<file path="config.mk">
export PLATFORM = sky130hd
export DESIGN_NAME = host_parallel_uart_fifo_port
export DESIGN_NICKNAME = d
export VERILOG_FILES = /design/src/hdl/byte_fifo.sv /design/src/hdl/host_parallel_uart_fifo_port.sv
export SDC_FILE = /design/constraint.sdc
export NUM_CORES = 1
export LEC_CHECK = 0
export BUFFER_PORTS_ARGS = -buffer_cell sky130_fd_sc_hd__clkbuf_2
export CAP_MARGIN = 0
export CORE_ASPECT_RATIO = 1.2
export CORE_MARGIN = 4
export CORE_UTILIZATION = 63
export DETAILED_ROUTE_END_ITERATION = 10
export PLACE_DENSITY = 0.84
export SLEW_MARGIN = 20
export SYNTH_ARGS = -nofsm -noshare
export SYNTH_HDL_FRONTEND = slang
export SYNTH_SLANG_ARGS = --single-unit
</file>
<file path="constraint.sdc">
create_clock -name ref_clk -period 7.75 [get_ports ref_clk]
set_input_delay 0.775 -clock ref_clk [delete_from_list [all_inputs] [get_ports ref_clk]]
set_output_delay 0.775 -clock ref_clk [all_outputs]
set_load 0.1 [all_outputs]
</file>
<file path="src/hdl/byte_fifo.sv">
// Purpose: Shared constants and types for the host port, plus its byte FIFO
// Assumes: One clock, synchronous active-low reset
// Notes: FIFO count reports stored words; clear empties it in one cycle
`default_nettype none

package host_port_pkg;
   localparam int DATA_W = 8;
   localparam int FIFO_DEPTH = 16;
   localparam int CNT_W = 5;
   localparam logic [2:0] OFF_DATA = 3'h0;
   localparam logic [2:0] OFF_IER = 3'h1;
   localparam logic [2:0] OFF_FIFO = 3'h2;
   localparam logic [2:0] OFF_LINE_CTRL = 3'h3;
   localparam logic [2:0] OFF_MODEM_CTRL = 3'h4;
   localparam logic [2:0] OFF_LINE_STAT = 3'h5;
   localparam logic [2:0] OFF_MODEM_STAT = 3'h6;
   localparam logic [2:0] OFF_SCRATCH = 3'h7;
   localparam int FIFO_EN_BIT = 0;
   localparam int FIFO_RX_RST_BIT = 1;
   localparam int FIFO_TX_RST_BIT = 2;
   localparam int FIFO_DMA_BIT = 3;
   localparam int LINE_DIVISOR_LATCH_ACCESS_BIT = 7;
   localparam logic [7:0] REG_RESET = 8'h00;
   localparam logic [7:0] MODEM_STAT_VALUE = 8'h00;
   localparam logic [3:0] IIR_NONE_PENDING = 4'h1;

   typedef struct packed {
      logic cs;
      logic rd;
      logic wr;
      logic [2:0] addr;
      logic [7:0] data;
   } host_bus_t;
endpackage : host_port_pkg

module byte_fifo #(
   parameter int WIDTH = 8,
   parameter int DEPTH = 16,
   parameter int CNT_W = 5
) (
   input wire logic clk,
   input wire logic rst_n,
   input wire logic clear,
   input wire logic in_valid,
   output logic in_ready,
   input wire logic [WIDTH-1:0] in_data,
   output logic out_valid,
   input wire logic out_ready,
   output logic [WIDTH-1:0] out_data,
   output logic [CNT_W-1:0] count
);
   localparam int PTR_W = $clog2(DEPTH);
   localparam logic [CNT_W-1:0] FULL = CNT_W'(DEPTH);

   logic [WIDTH-1:0] mem [DEPTH];
   logic [PTR_W-1:0] wr_ptr_reg;
   logic [PTR_W-1:0] rd_ptr_reg;
   logic [CNT_W-1:0] count_reg;
   logic push;
   logic pop;

   function automatic logic [PTR_W-1:0] ptr_inc(input logic [PTR_W-1:0] p);
      ptr_inc = (p == PTR_W'(DEPTH - 1)) ? '0 : p + PTR_W'(1);
   endfunction : ptr_inc

   assign in_ready = (count_reg != FULL);
   assign out_valid = (count_reg != '0);
   assign out_data = mem[rd_ptr_reg];
   assign count = count_reg;
   assign push = in_valid && in_ready;
   assign pop = out_valid && out_ready;

   always_ff @(posedge clk) begin
      if (push) begin
         mem[wr_ptr_reg] <= in_data;
      end
   end

   always_ff @(posedge clk) begin
      if (!rst_n || clear) begin
         wr_ptr_reg <= '0;
         rd_ptr_reg <= '0;
         count_reg <= '0;
      end else begin
         if (push) begin
            wr_ptr_reg <= ptr_inc(wr_ptr_reg);
         end
         if (pop) begin
            rd_ptr_reg <= ptr_inc(rd_ptr_reg);
         end
         if (push && !pop) begin
            count_reg <= count_reg + CNT_W'(1);
         end else if (pop && !push) begin
            count_reg <= count_reg - CNT_W'(1);
         end
      end
   end
endmodule : byte_fifo

`default_nettype wire

</file>
<file path="src/hdl/host_parallel_uart_fifo_port.sv">
// Purpose: Host parallel port with UART-style registers and 16-byte FIFOs
// Assumes: Host pins asynchronous to ref_clk, sampled through two flops
// Notes: Modem side exchanges bytes over valid/ready streams
//
// Overview of operation
// RULE1: Host spaces receive reads two CPU clocks plus 15ns
// RULE2: Host spaces transmit writes two CPU clocks plus 15ns
// RULE3: Receive FIFO holds up to sixteen bytes
// RULE4: Transmit FIFO holds up to sixteen bytes
// RULE5: FIFO enable bit turns both FIFOs on
// RULE6: DMA select acts only in FIFO mode
// RULE7: FIFOs off means single holding byte each
// RULE8: Data reads return oldest receive byte
// RULE9: Data writes append to transmit FIFO
// RULE10: Offset zero write with DIVISOR_LATCH_ACCESS clear loads transmit
// RULE11: Offset zero read with DIVISOR_LATCH_ACCESS clear returns receive
// RULE12: Access needs chip select and exactly one strobe
`default_nettype none

module host_parallel_uart_fifo_port (
   input wire logic ref_clk,
   input wire logic rst_n,
   input wire logic host_chip_select_n,
   input wire logic host_read_strobe_n,
   input wire logic host_write_strobe_n,
   input wire logic [2:0] host_addr,
   input wire logic [7:0] host_data_in,
   output logic [7:0] host_data_out,
   output logic host_data_oe,
   input wire logic rx_valid,
   input wire logic [7:0] rx_data,
   output logic rx_ready,
   output logic tx_valid,
   output logic [7:0] tx_data,
   input wire logic tx_ready,
   output logic dma_mode_active,
   output logic [15:0] divisor
);
   ////////////////////////////////////////////////////////////////////////////////
   host_port_pkg::host_bus_t raw_bus;
   host_port_pkg::host_bus_t meta_reg;
   host_port_pkg::host_bus_t sync_reg;
   logic rd_prev_reg;
   logic wr_prev_reg;
   logic rd_act;
   logic wr_act;
   logic rd_go;
   logic wr_go;

   assign raw_bus = {!host_chip_select_n, !host_read_strobe_n, !host_write_strobe_n,
                     host_addr, host_data_in};

   always_ff @(posedge ref_clk) begin
      if (!rst_n) begin
         meta_reg <= '0;
         sync_reg <= '0;
         rd_prev_reg <= 1'b0;
         wr_prev_reg <= 1'b0;
      end else begin
         meta_reg <= raw_bus;
         sync_reg <= meta_reg;
         rd_prev_reg <= rd_act;
         wr_prev_reg <= wr_act;
      end
   end

   assign rd_act = sync_reg.cs && sync_reg.rd && !sync_reg.wr; // RULE12
   assign wr_act = sync_reg.cs && sync_reg.wr && !sync_reg.rd; // RULE12
   assign rd_go = rd_act && !rd_prev_reg;
   assign wr_go = wr_act && !wr_prev_reg;

   ////////////////////////////////////////////////////////////////////////////////
   logic fifo_mode_enable;
   logic fifo_dma_select;
   logic [7:0] line_ctrl_reg;
   logic [7:0] int_enable_reg;
   logic [7:0] modem_ctrl_reg;
   logic [7:0] scratch_reg;
   logic [7:0] div_lsb_reg;
   logic [7:0] div_msb_reg;
   logic divisor_latch_access;
   logic fifo_ctrl_wr;
   logic data_wr;
   logic data_rd;

   assign divisor_latch_access = line_ctrl_reg[host_port_pkg::LINE_DIVISOR_LATCH_ACCESS_BIT];
   assign fifo_ctrl_wr = wr_go && (sync_reg.addr == host_port_pkg::OFF_FIFO);
   assign data_wr = wr_go && (sync_reg.addr == host_port_pkg::OFF_DATA)
                    && !divisor_latch_access; // RULE10
   assign data_rd = rd_go && (sync_reg.addr == host_port_pkg::OFF_DATA)
                    && !divisor_latch_access; // RULE11

   always_ff @(posedge ref_clk) begin
      if (!rst_n) begin
         fifo_mode_enable <= 1'b0;
         fifo_dma_select <= 1'b0;
      end else if (fifo_ctrl_wr) begin
         fifo_mode_enable <= sync_reg.data[host_port_pkg::FIFO_EN_BIT]; // RULE5
         fifo_dma_select <= sync_reg.data[host_port_pkg::FIFO_DMA_BIT];
      end
   end

   always_ff @(posedge ref_clk) begin
      if (!rst_n) begin
         line_ctrl_reg <= host_port_pkg::REG_RESET;
         int_enable_reg <= host_port_pkg::REG_RESET;
         modem_ctrl_reg <= host_port_pkg::REG_RESET;
         scratch_reg <= host_port_pkg::REG_RESET;
         div_lsb_reg <= host_port_pkg::REG_RESET;
         div_msb_reg <= host_port_pkg::REG_RESET;
      end else if (wr_go) begin
         unique case (sync_reg.addr)
            host_port_pkg::OFF_DATA: begin
               if (divisor_latch_access) begin
                  div_lsb_reg <= sync_reg.data;
               end
            end
            host_port_pkg::OFF_IER: begin
               if (divisor_latch_access) begin
                  div_msb_reg <= sync_reg.data;
               end else begin
                  int_enable_reg <= {4'h0, sync_reg.data[3:0]};
               end
            end
            host_port_pkg::OFF_LINE_CTRL: line_ctrl_reg <= sync_reg.data;
            host_port_pkg::OFF_MODEM_CTRL: modem_ctrl_reg <= {3'h0, sync_reg.data[4:0]};
            host_port_pkg::OFF_SCRATCH: scratch_reg <= sync_reg.data;
            host_port_pkg::OFF_FIFO, host_port_pkg::OFF_LINE_STAT,
            host_port_pkg::OFF_MODEM_STAT: begin
            end
         endcase
      end
   end

   ////////////////////////////////////////////////////////////////////////////////
   // FIFOs are flushed on reset bits and on any change of FIFO mode
   logic rx_clear;
   logic tx_clear;
   logic mode_flip;
   logic rx_push;
   logic rx_pop;
   logic rx_head_valid;
   logic [7:0] rx_head;
   logic [4:0] rx_count;
   logic [4:0] rx_limit;
   logic [4:0] rx_room;
   logic tx_accept;
   logic tx_pop;
   logic tx_in_ready;
   logic tx_head_valid;
   logic [7:0] tx_head;
   logic [4:0] tx_count;
   logic overrun_reg;

   assign mode_flip = sync_reg.data[host_port_pkg::FIFO_EN_BIT] != fifo_mode_enable;
   assign rx_clear = fifo_ctrl_wr && (mode_flip || sync_reg.data[host_port_pkg::FIFO_RX_RST_BIT]);
   assign tx_clear = fifo_ctrl_wr && (mode_flip || sync_reg.data[host_port_pkg::FIFO_TX_RST_BIT]);
   assign rx_limit = fifo_mode_enable ? 5'(host_port_pkg::FIFO_DEPTH) : 5'h1; // RULE7
   assign rx_room = rx_limit - rx_count;
   assign rx_push = rx_valid && rx_ready;
   assign rx_pop = data_rd && rx_head_valid; // RULE8
   assign tx_accept = data_wr && tx_in_ready
                      && (fifo_mode_enable || (tx_count == 5'h0)); // RULE9 RULE7
   assign tx_pop = tx_head_valid && (!tx_valid || tx_ready);

   byte_fifo #(.WIDTH(host_port_pkg::DATA_W), .DEPTH(host_port_pkg::FIFO_DEPTH),
               .CNT_W(host_port_pkg::CNT_W)) rx_fifo ( // RULE3
      .clk(ref_clk),
      .rst_n(rst_n),
      .clear(rx_clear),
      .in_valid(rx_push),
      .in_ready(),
      .in_data(rx_data),
      .out_valid(rx_head_valid),
      .out_ready(rx_pop),
      .out_data(rx_head),
      .count(rx_count)
   );

   byte_fifo #(.WIDTH(host_port_pkg::DATA_W), .DEPTH(host_port_pkg::FIFO_DEPTH),
               .CNT_W(host_port_pkg::CNT_W)) tx_fifo ( // RULE4
      .clk(ref_clk),
      .rst_n(rst_n),
      .clear(tx_clear),
      .in_valid(tx_accept),
      .in_ready(tx_in_ready),
      .in_data(sync_reg.data),
      .out_valid(tx_head_valid),
      .out_ready(tx_pop),
      .out_data(tx_head),
      .count(tx_count)
   );

   // Ready is registered, so it looks one push ahead
   always_ff @(posedge ref_clk) begin
      if (!rst_n) begin
         rx_ready <= 1'b0;
      end else begin
         rx_ready <= !rx_clear && ((rx_room > 5'h1) || ((rx_room == 5'h1) && !rx_push));
      end
   end

   always_ff @(posedge ref_clk) begin
      if (!rst_n) begin
         tx_valid <= 1'b0;
         tx_data <= 8'h00;
      end else if (tx_pop) begin
         tx_valid <= 1'b1;
         tx_data <= tx_head;
      end else if (tx_ready) begin
         tx_valid <= 1'b0;
      end
   end

   // Overrun set wins over the clear by a status read
   always_ff @(posedge ref_clk) begin
      if (!rst_n) begin
         overrun_reg <= 1'b0;
      end else if (rx_valid && !rx_ready && (rx_count == rx_limit)) begin
         overrun_reg <= 1'b1;
      end else if (rd_go && (sync_reg.addr == host_port_pkg::OFF_LINE_STAT)) begin
         overrun_reg <= 1'b0;
      end
   end

   always_ff @(posedge ref_clk) begin
      if (!rst_n) begin
         dma_mode_active <= 1'b0;
         divisor <= 16'h0000;
      end else begin
         dma_mode_active <= fifo_mode_enable && fifo_dma_select; // RULE6
         divisor <= {div_msb_reg, div_lsb_reg};
      end
   end

   ////////////////////////////////////////////////////////////////////////////////
   logic [7:0] read_value;
   logic tx_empty;

   assign tx_empty = (tx_count == 5'h0);

   always_comb begin
      read_value = 8'h00;
      unique case (sync_reg.addr)
         host_port_pkg::OFF_DATA: read_value = divisor_latch_access ? div_lsb_reg : rx_head;
         host_port_pkg::OFF_IER: read_value = divisor_latch_access ? div_msb_reg : int_enable_reg;
         host_port_pkg::OFF_FIFO: read_value = {fifo_mode_enable, fifo_mode_enable, 2'h0,
                                                host_port_pkg::IIR_NONE_PENDING};
         host_port_pkg::OFF_LINE_CTRL: read_value = line_ctrl_reg;
         host_port_pkg::OFF_MODEM_CTRL: read_value = modem_ctrl_reg;
         host_port_pkg::OFF_LINE_STAT: read_value = {1'b0, tx_empty && !tx_valid, tx_empty,
                                                     3'h0, overrun_reg, rx_head_valid};
         host_port_pkg::OFF_MODEM_STAT: read_value = host_port_pkg::MODEM_STAT_VALUE;
         host_port_pkg::OFF_SCRATCH: read_value = scratch_reg;
      endcase
   end

   always_ff @(posedge ref_clk) begin
      if (!rst_n) begin
         host_data_out <= 8'h00;
         host_data_oe <= 1'b0;
      end else begin
         host_data_oe <= rd_act; // RULE12
         if (rd_go) begin
            host_data_out <= read_value; // RULE11
         end
      end
   end
endmodule : host_parallel_uart_fifo_port

`default_nettype wire

</file>
==> out/metrics.cfg, run 1 <==
[setup_path]
crit_path_top_delay_cell = or4_4
crit_top_cell = ha_1
critical_path_class = reg -> reg
crit_path_max_incr_delay_ns = 0.66
worstPathRequired_ns = 8.16
crit_buf_inv = 2
arrival_ns = 3.89
startpoint = sync_reg[10]$_SDFF_PN0_
crit_family = simple AND/OR/NAND/NOR gates
end_kind = register
cp_max_fo = 25
cp-start-kind = register
r2r-start = sync_reg[10]$_SDFF_PN0_
cp_cell_sequence = or4_4 > nor2_4 > nand2_2 > inv_2 > ha_1 > inv_1 > ha_1 > nor2b_1 > o21a_1 > or3_1 > a21oi_1 > mux2_2

[placed_design]
place_congestion = 0.8323
post-dp-hpwl_mm = 21.41
portBuffers = 61

[cts]
clk_pin_slew_ns = 0.06
ctsHoldBuffers = 0
cts-resized-gates = 0
cts_tree = built
cts_buffer_depth = 3
cts.sinks = 395
cts_made_buffers = 37
htreeDepth = 2
postCtsSetupBuffers = 0
clockRootBuffer = clkbuf_16
insertion_delay_ns = 0.52

[outcome]
status = finished clean

[timing]
hold_viol = 0
rsz0062_at_grt = no
fin_crit_ns = 3.485
post-route-period-util_pct = 44.97
tightest_slew_ns = 1.012
setup_tns_ns = 0
fin_worst_skew_ns = 0.01840
max_slew_margin_pct = 32.25
final_max_slew_viol_count = 0
setup_viol = 0
fmax_mhz = 286.9

[synthesis]
synth_top_area_cell = edfxtp_1
yosysMostFrequentCell = edfxtp_1
syn_nets = 1113
yosysSeqAreaShare_pct = 66.96
avgSynthCellArea_sq_um = 14.70
synthCells = 1064
synth-edff-count = 256
synth_area_sq_um = 15640
synth-async-reset-ratio_pct = 0
yosysUniqueCellTypes = 61
ys_ff_latch = 395
netlist_top_cells_count = 256 x edfxtp_1, 139 x dfxtp_1, 78 x mux2i_1
synth_top_area_share_pct = 49.16
synth_ff_type = edfxtp_1
synthTopCellsByArea = edfxtp_1 49%, dfxtp_1 18%, mux4_2 7.3%, mux2i_1 5.0%, and2_1 1.8%
yosysWarnings = 0

[route]
via_per_inst = 6.247
ant_nets = 0
vias = 9189
dr.pass1.iters = 6
drc = 0
drt_iter0_drc = 1018
wire_per_inst_um = 22.97
drt_wl_total_mm = 33.79

[finish]
antennaDiodeCount = 0
utilization_pct = 72.10
largestRegisters = rx_fifo.mem: 128 flops, tx_fifo.mem: 128 flops, divisor: 16 flops
drive_above_1_share_pct = 18.51
area_growth_pct = 11.60
fill_cells = 1495
nets = 1172

[power_and_ir_drop]
peakVddDrop_mv = 0.2005
powerDensity_nw_per_um2 = 283.6
leakagePower_uw = 0.006227

[global_route]
first_global_vias = 9247
grt_pass1_wl_mm = 52.94
grt_max_degree = 70
antenna_found_initial = 0
grt-ovfl-total = 0
grt_usage_pct = 24.59

[hold_path]
hp-start = host_chip_select_n
min-delay-path-class = in -> reg

[die]
die_area_sq_um = 27410
io_pins = 62
rows = 62
initial_utilization_pct = 64.60
die_y_um = 180.6
fp.dieW_um = 151.8
core-area_sq_um = 24200

[run]
max_cap_violations = 0

[power breakdown]
group / internal (uW) / switching (uW)
clock: 1050 / 749
combinational: 288 / 484
sequential: 2300 / 75.0
total: 3640 / 1310
[layout by cell type, fill, tap and decap left out, types with 16 or more instances in the layout]
master and count:
ha_1 21, a21boi_0 16, edfxtp_1 256, dfxtp_1 137, nor2_1 64, buf_4 16, clkbuf_2 60, a21oi_1 40
a22oi_1 29, nor2b_1 39, mux4_2 51, and2_1 44, clkbuf_16 38, nand2_1 52, mux2i_1 78, o21ai_0 29
[through the flow]
| step | cells | instance area (sq um) | power (uW) | setup slack [ns] | hold WS [ns] |
|---|---|---|---|---|---|
| after detailed placement | 1404 | 16210 | 3183 | 4.257 | 0.4187 |
| after global routing | 1471 | 17450 | 5124 | 4.077 | 0.4092 |
| final | 1471 | 17450 | 4949 | 4.265 | 0.4137 |
| after floorplan | 1064 | 15640 | 3023 | 4.383 | 0.4119 |
| after global placement | 1404 | 16210 | 3163 | 4.362 | 0.4157 |
| after CTS | 1471 | 17430 | 4967 | 4.283 | 0.3984 |
[layout make-up]
type	count	area (sq um)	share of cell area (%)
Timing Repair Buffer	77	425.4	2.438
Clock buffer	51	1050	6.016
Multi-Input combinational cell	597	4877	27.95
Sequential cell	395	10470	60.01
Clock inverter	16	168.9	0.9679
Inverter	15	56.30	0.3226
Tap cell	320	400.4	2.294
[final timing paths]
check             cells after the start  slack (ns)                       endpoint
setup reg to reg                     12        4.26  tx_fifo.count[4]$_SDFFE_PP0P_
setup / recovery                     12        4.26  tx_fifo.count[4]$_SDFFE_PP0P_
hold / removal                        2        0.41        meta_reg[13]$_SDFF_PN0_
hold reg to reg                       1        0.43        sync_reg[12]$_SDFF_PN0_
[layer usage]
metal / global-route usage, % / wire length, um / vias up
met4: 8.417 / 1154 / 0
met2: 42.10 / 17420 / 404
li1: - / - / 4116
met1: 32.38 / 13130 / 4576
met3: 3.939 / 2084 / 93
met5: 0 / 0 / -
[logic make-up after synthesis]
kind of cell             Yosys count  synth area share (%)
adder cells (fa/ha/maj)           23                 1.936
AND/OR/NAND/NOR                  269                 9.074
buffers and inverters             72                 1.976
multiplexers                     133                 12.63
flip-flops                       395                 66.96
AO/OA/AOI/OAI                    159                 6.698
XOR/XNOR                          13                0.7282
Note: power is estimated with default switching activity, not from simulation.
==> run 2, diff against run 1 <==
--- a/config.mk
+++ b/config.mk
@@ -9,9 +9,9 @@
 export CAP_MARGIN = 0
 export CORE_ASPECT_RATIO = 1.2
 export CORE_MARGIN = 4
-export CORE_UTILIZATION = 63
+export CORE_UTILIZATION = 55
 export DETAILED_ROUTE_END_ITERATION = 10
-export PLACE_DENSITY = 0.84
+export PLACE_DENSITY = 0.78
 export SLEW_MARGIN = 20
 export SYNTH_ARGS = -nofsm -noshare
 export SYNTH_HDL_FRONTEND = slang
==> constraint.sdc (replaced) <==
create_clock -name ref_clk -period 2.96 [get_ports ref_clk]
set_input_delay 0.296 -clock ref_clk [delete_from_list [all_inputs] [get_ports ref_clk]]
set_output_delay 0.296 -clock ref_clk [all_outputs]
set_load 0.1 [all_outputs]
==> out/metrics.cfg, run 2 (synthesized netlist as in run 1, its figures left out) <==
[cts]
cts_made_buffers = 38  ; was 37
htreeDepth = 2  ; unchanged
cts_tree = built  ; unchanged
postCtsSetupBuffers = 0  ; unchanged
cts.sinks = 395  ; unchanged
clk_pin_slew_ns = 0.06  ; about the same
cts_buffer_depth = 3  ; unchanged
clockRootBuffer = clkbuf_16  ; unchanged
insertion_delay_ns = 0.53  ; was 0.52 ns

[setup_path]
worstPathRequired_ns = 3.37  ; was 8.16 ns
arrival_ns = 3.32  ; was 3.89 ns
crit_buf_inv = 2  ; unchanged
crit_path_max_incr_delay_ns = 0.51  ; was 0.66 ns
crit_family = simple AND/OR/NAND/NOR gates  ; unchanged
cp_cell_sequence = or4_4 > mux2_2 > nand2_2 > inv_2 > ha_4 > inv_2 > ha_4 > nor2b_1 > o21a_1 > or3_1 > a21oi_2 > mux2_2  ; was or4_4 > nor2_4 > nand2_2 > inv_2 > ha_1 > inv_1 > ha_1 > nor2b_1 > o21a_1 > or3_1 > a21oi_1 > mux2_2
cp-start-kind = register  ; unchanged
critical_path_class = reg -> reg  ; unchanged
end_kind = register  ; unchanged
crit_path_top_delay_cell = or4_4  ; unchanged
cp_max_fo = 2  ; was 25

[finish]
utilization_pct = 65.19  ; was 72.10%
largestRegisters = rx_fifo.mem: 128 flops, tx_fifo.mem: 128 flops, divisor: 16 flops  ; unchanged
final_common_cell = edfxtp_1  ; unchanged
post-route-cell-area_sq_um = 18250  ; was 17450 sq um
antennaDiodeCount = 0  ; unchanged
instances_no_fill = 1598  ; was 1471
drive_above_1_share_pct = 23.13  ; was 18.51%
nets = 1238  ; was 1172
mostFrequentLayoutCells = 256 x edfxtp_1, 134 x dfxtp_1, 78 x mux2i_1, 65 x buf_4, 64 x nor2_1  ; was 256 x edfxtp_1, 137 x dfxtp_1, 78 x mux2i_1, 64 x nor2_1, 60 x clkbuf_2
area_growth_pct = 16.73  ; was 11.60%

[global_route]
antenna_found_initial = 0  ; unchanged
grt_usage_pct = 21.57  ; was 24.59%
grt_max_degree = 60  ; was 70
grt_pass1_wl_mm = 51.96  ; was 52.94 mm
first_global_vias = 9357  ; was 9247
grt-ovfl-total = 0  ; unchanged

[die]
rows = 67  ; was 62
io_pins = 62  ; unchanged
initial_utilization_pct = 55.85  ; was 64.60%
die_area_sq_um = 31200  ; was 27410 sq um
fp.dieW_um = 161.9  ; was 151.8 um
die_y_um = 192.7  ; was 180.6 um
core-area_sq_um = 28000  ; was 24200 sq um

[route]
drt_wl_total_mm = 33.18  ; was 33.79 mm
highest_layer = met4  ; unchanged
via_per_inst = 5.762  ; was 6.247
wl_met1_mm = 13.44  ; was 13.13 mm
ant_nets = 0  ; unchanged
dr_wl_met2_mm = 16.01  ; was 17.42 mm
drt_iter0_drc = 814  ; was 1018
met3_length_mm = 2.168  ; was 2.084 mm
wire_per_inst_um = 20.77  ; was 22.97 um
drc = 0  ; unchanged
vias = 9207  ; was 9189
dr.pass1.iters = 5  ; was 6

[power_and_ir_drop]
powerDensity_nw_per_um2 = 745.3  ; was 283.6 nW/um^2
leakagePower_uw = 0.006618  ; was 0.006227 uW
peakVddDrop_mv = 0.5992  ; was 0.2005 mV

[timing]
fmax_mhz = 342.8  ; was 286.9 MHz
rsz0062_at_grt = yes  ; was no
tightest_slew_ns = 1.036  ; was 1.012 ns
max_slew_margin_pct = 30.82  ; was 32.25%
setup_viol = 0  ; unchanged
fin_worst_skew_ns = 0.02148  ; was 0.01840 ns
hold_viol = 0  ; unchanged
final_max_slew_viol_count = 0  ; unchanged
fin_crit_ns = 2.917  ; was 3.485 ns
layout_setup_ws_ns = 0.04302  ; was 4.265 ns
post-route-period-util_pct = 98.55  ; was 44.97%

[run]
max_cap_violations = 0  ; unchanged

[outcome]
status = finished clean  ; unchanged

[placed_design]
portBuffers = 61  ; unchanged
dpl-instance-area_sq_um = 16710  ; was 16210 sq um
place_congestion = 0.8292  ; was 0.8323
post-dp-hpwl_mm = 21.30  ; was 21.41 mm
placedCellCount = 1514  ; was 1404
post-place-ws_ns = 0.02862  ; was 4.257 ns

[hold_path]
min-delay-path-class = in -> reg  ; unchanged

[run 2: repair_timing]
action | 4_1_cts | 5_1_grt
gates cloned | 0 | 0
hold buffers | 14 | 0
resized for setup | 0 | 7
hold endpoints to repair | 14 | 0
setup endpoints to repair | 1 | 2
pin swaps | 1 | 0
[run 2: final timing paths]
| check | slack (ns) | cells past startpoint | end | startpoint |
|---|---|---|---|---|
| max | 0.04 | 12 | tx_fifo.count[4]$_SDFFE_PP0P_ | tx_fifo.count[1]$_SDFFE_PP0P_ |
| min | 0.15 | 4 | rx_ready$_SDFF_PN0_ | rx_valid |
| max reg2reg | 0.04 | 12 | tx_fifo.count[4]$_SDFFE_PP0P_ | tx_fifo.count[1]$_SDFFE_PP0P_ |
| min reg2reg | 0.43 | 1 | sync_reg[9]$_SDFF_PN0_ | meta_reg[9]$_SDFF_PN0_ |
[run 2: area by class of cell]
| cell class | count | area [sq um] |
|---|---|---|
| inverters | 15 | 57.56 |
| flip-flops and latches | 395 | 10480 |
| clock inverters | 21 | 240.2 |
| repair buffers | 142 | 973.4 |
| clock buffers | 49 | 1116 |
| multi-input cells | 597 | 4915 |
| fillers | 1992 | 9747 |
| well taps | 379 | 474.2 |
[run 2: layer usage]
layer / up-vias / global-route usage [%]
met3: 91 / 4.187
met4: 0 / 10.09
met5: - / 0
li1: 4253 / -
met2: 341 / 35.66
met1: 4522 / 27.76
[run 2: metrics by stage]
stage	TNS [ns]	hold WS, ns	total power, uW
2_1_floorplan	-0.001859	0.3676	7938
3_3_place_gp	0	0.4135	8451
3_5_place_dp	0	0.4215	8522
4_1_cts	0	0.1167	13650
5_1_grt	-0.02659	0.1547	14110
6_report	0	0.1451	13600
[run 2: report_power, final]
group | internal (uW) | switching (uW) | total, uW
Combinational | 921 | 1330 | 2260
Sequential | 6020 | 189 | 6210
Clock | 3110 | 2020 | 5140
[run 2: tightest hold or removal path, cell delays in order]
cell and delay [ns]:
clkbuf_2 0.12, a21oi_1 0.07, nor2_1 0.08, a21oi_1 0.06
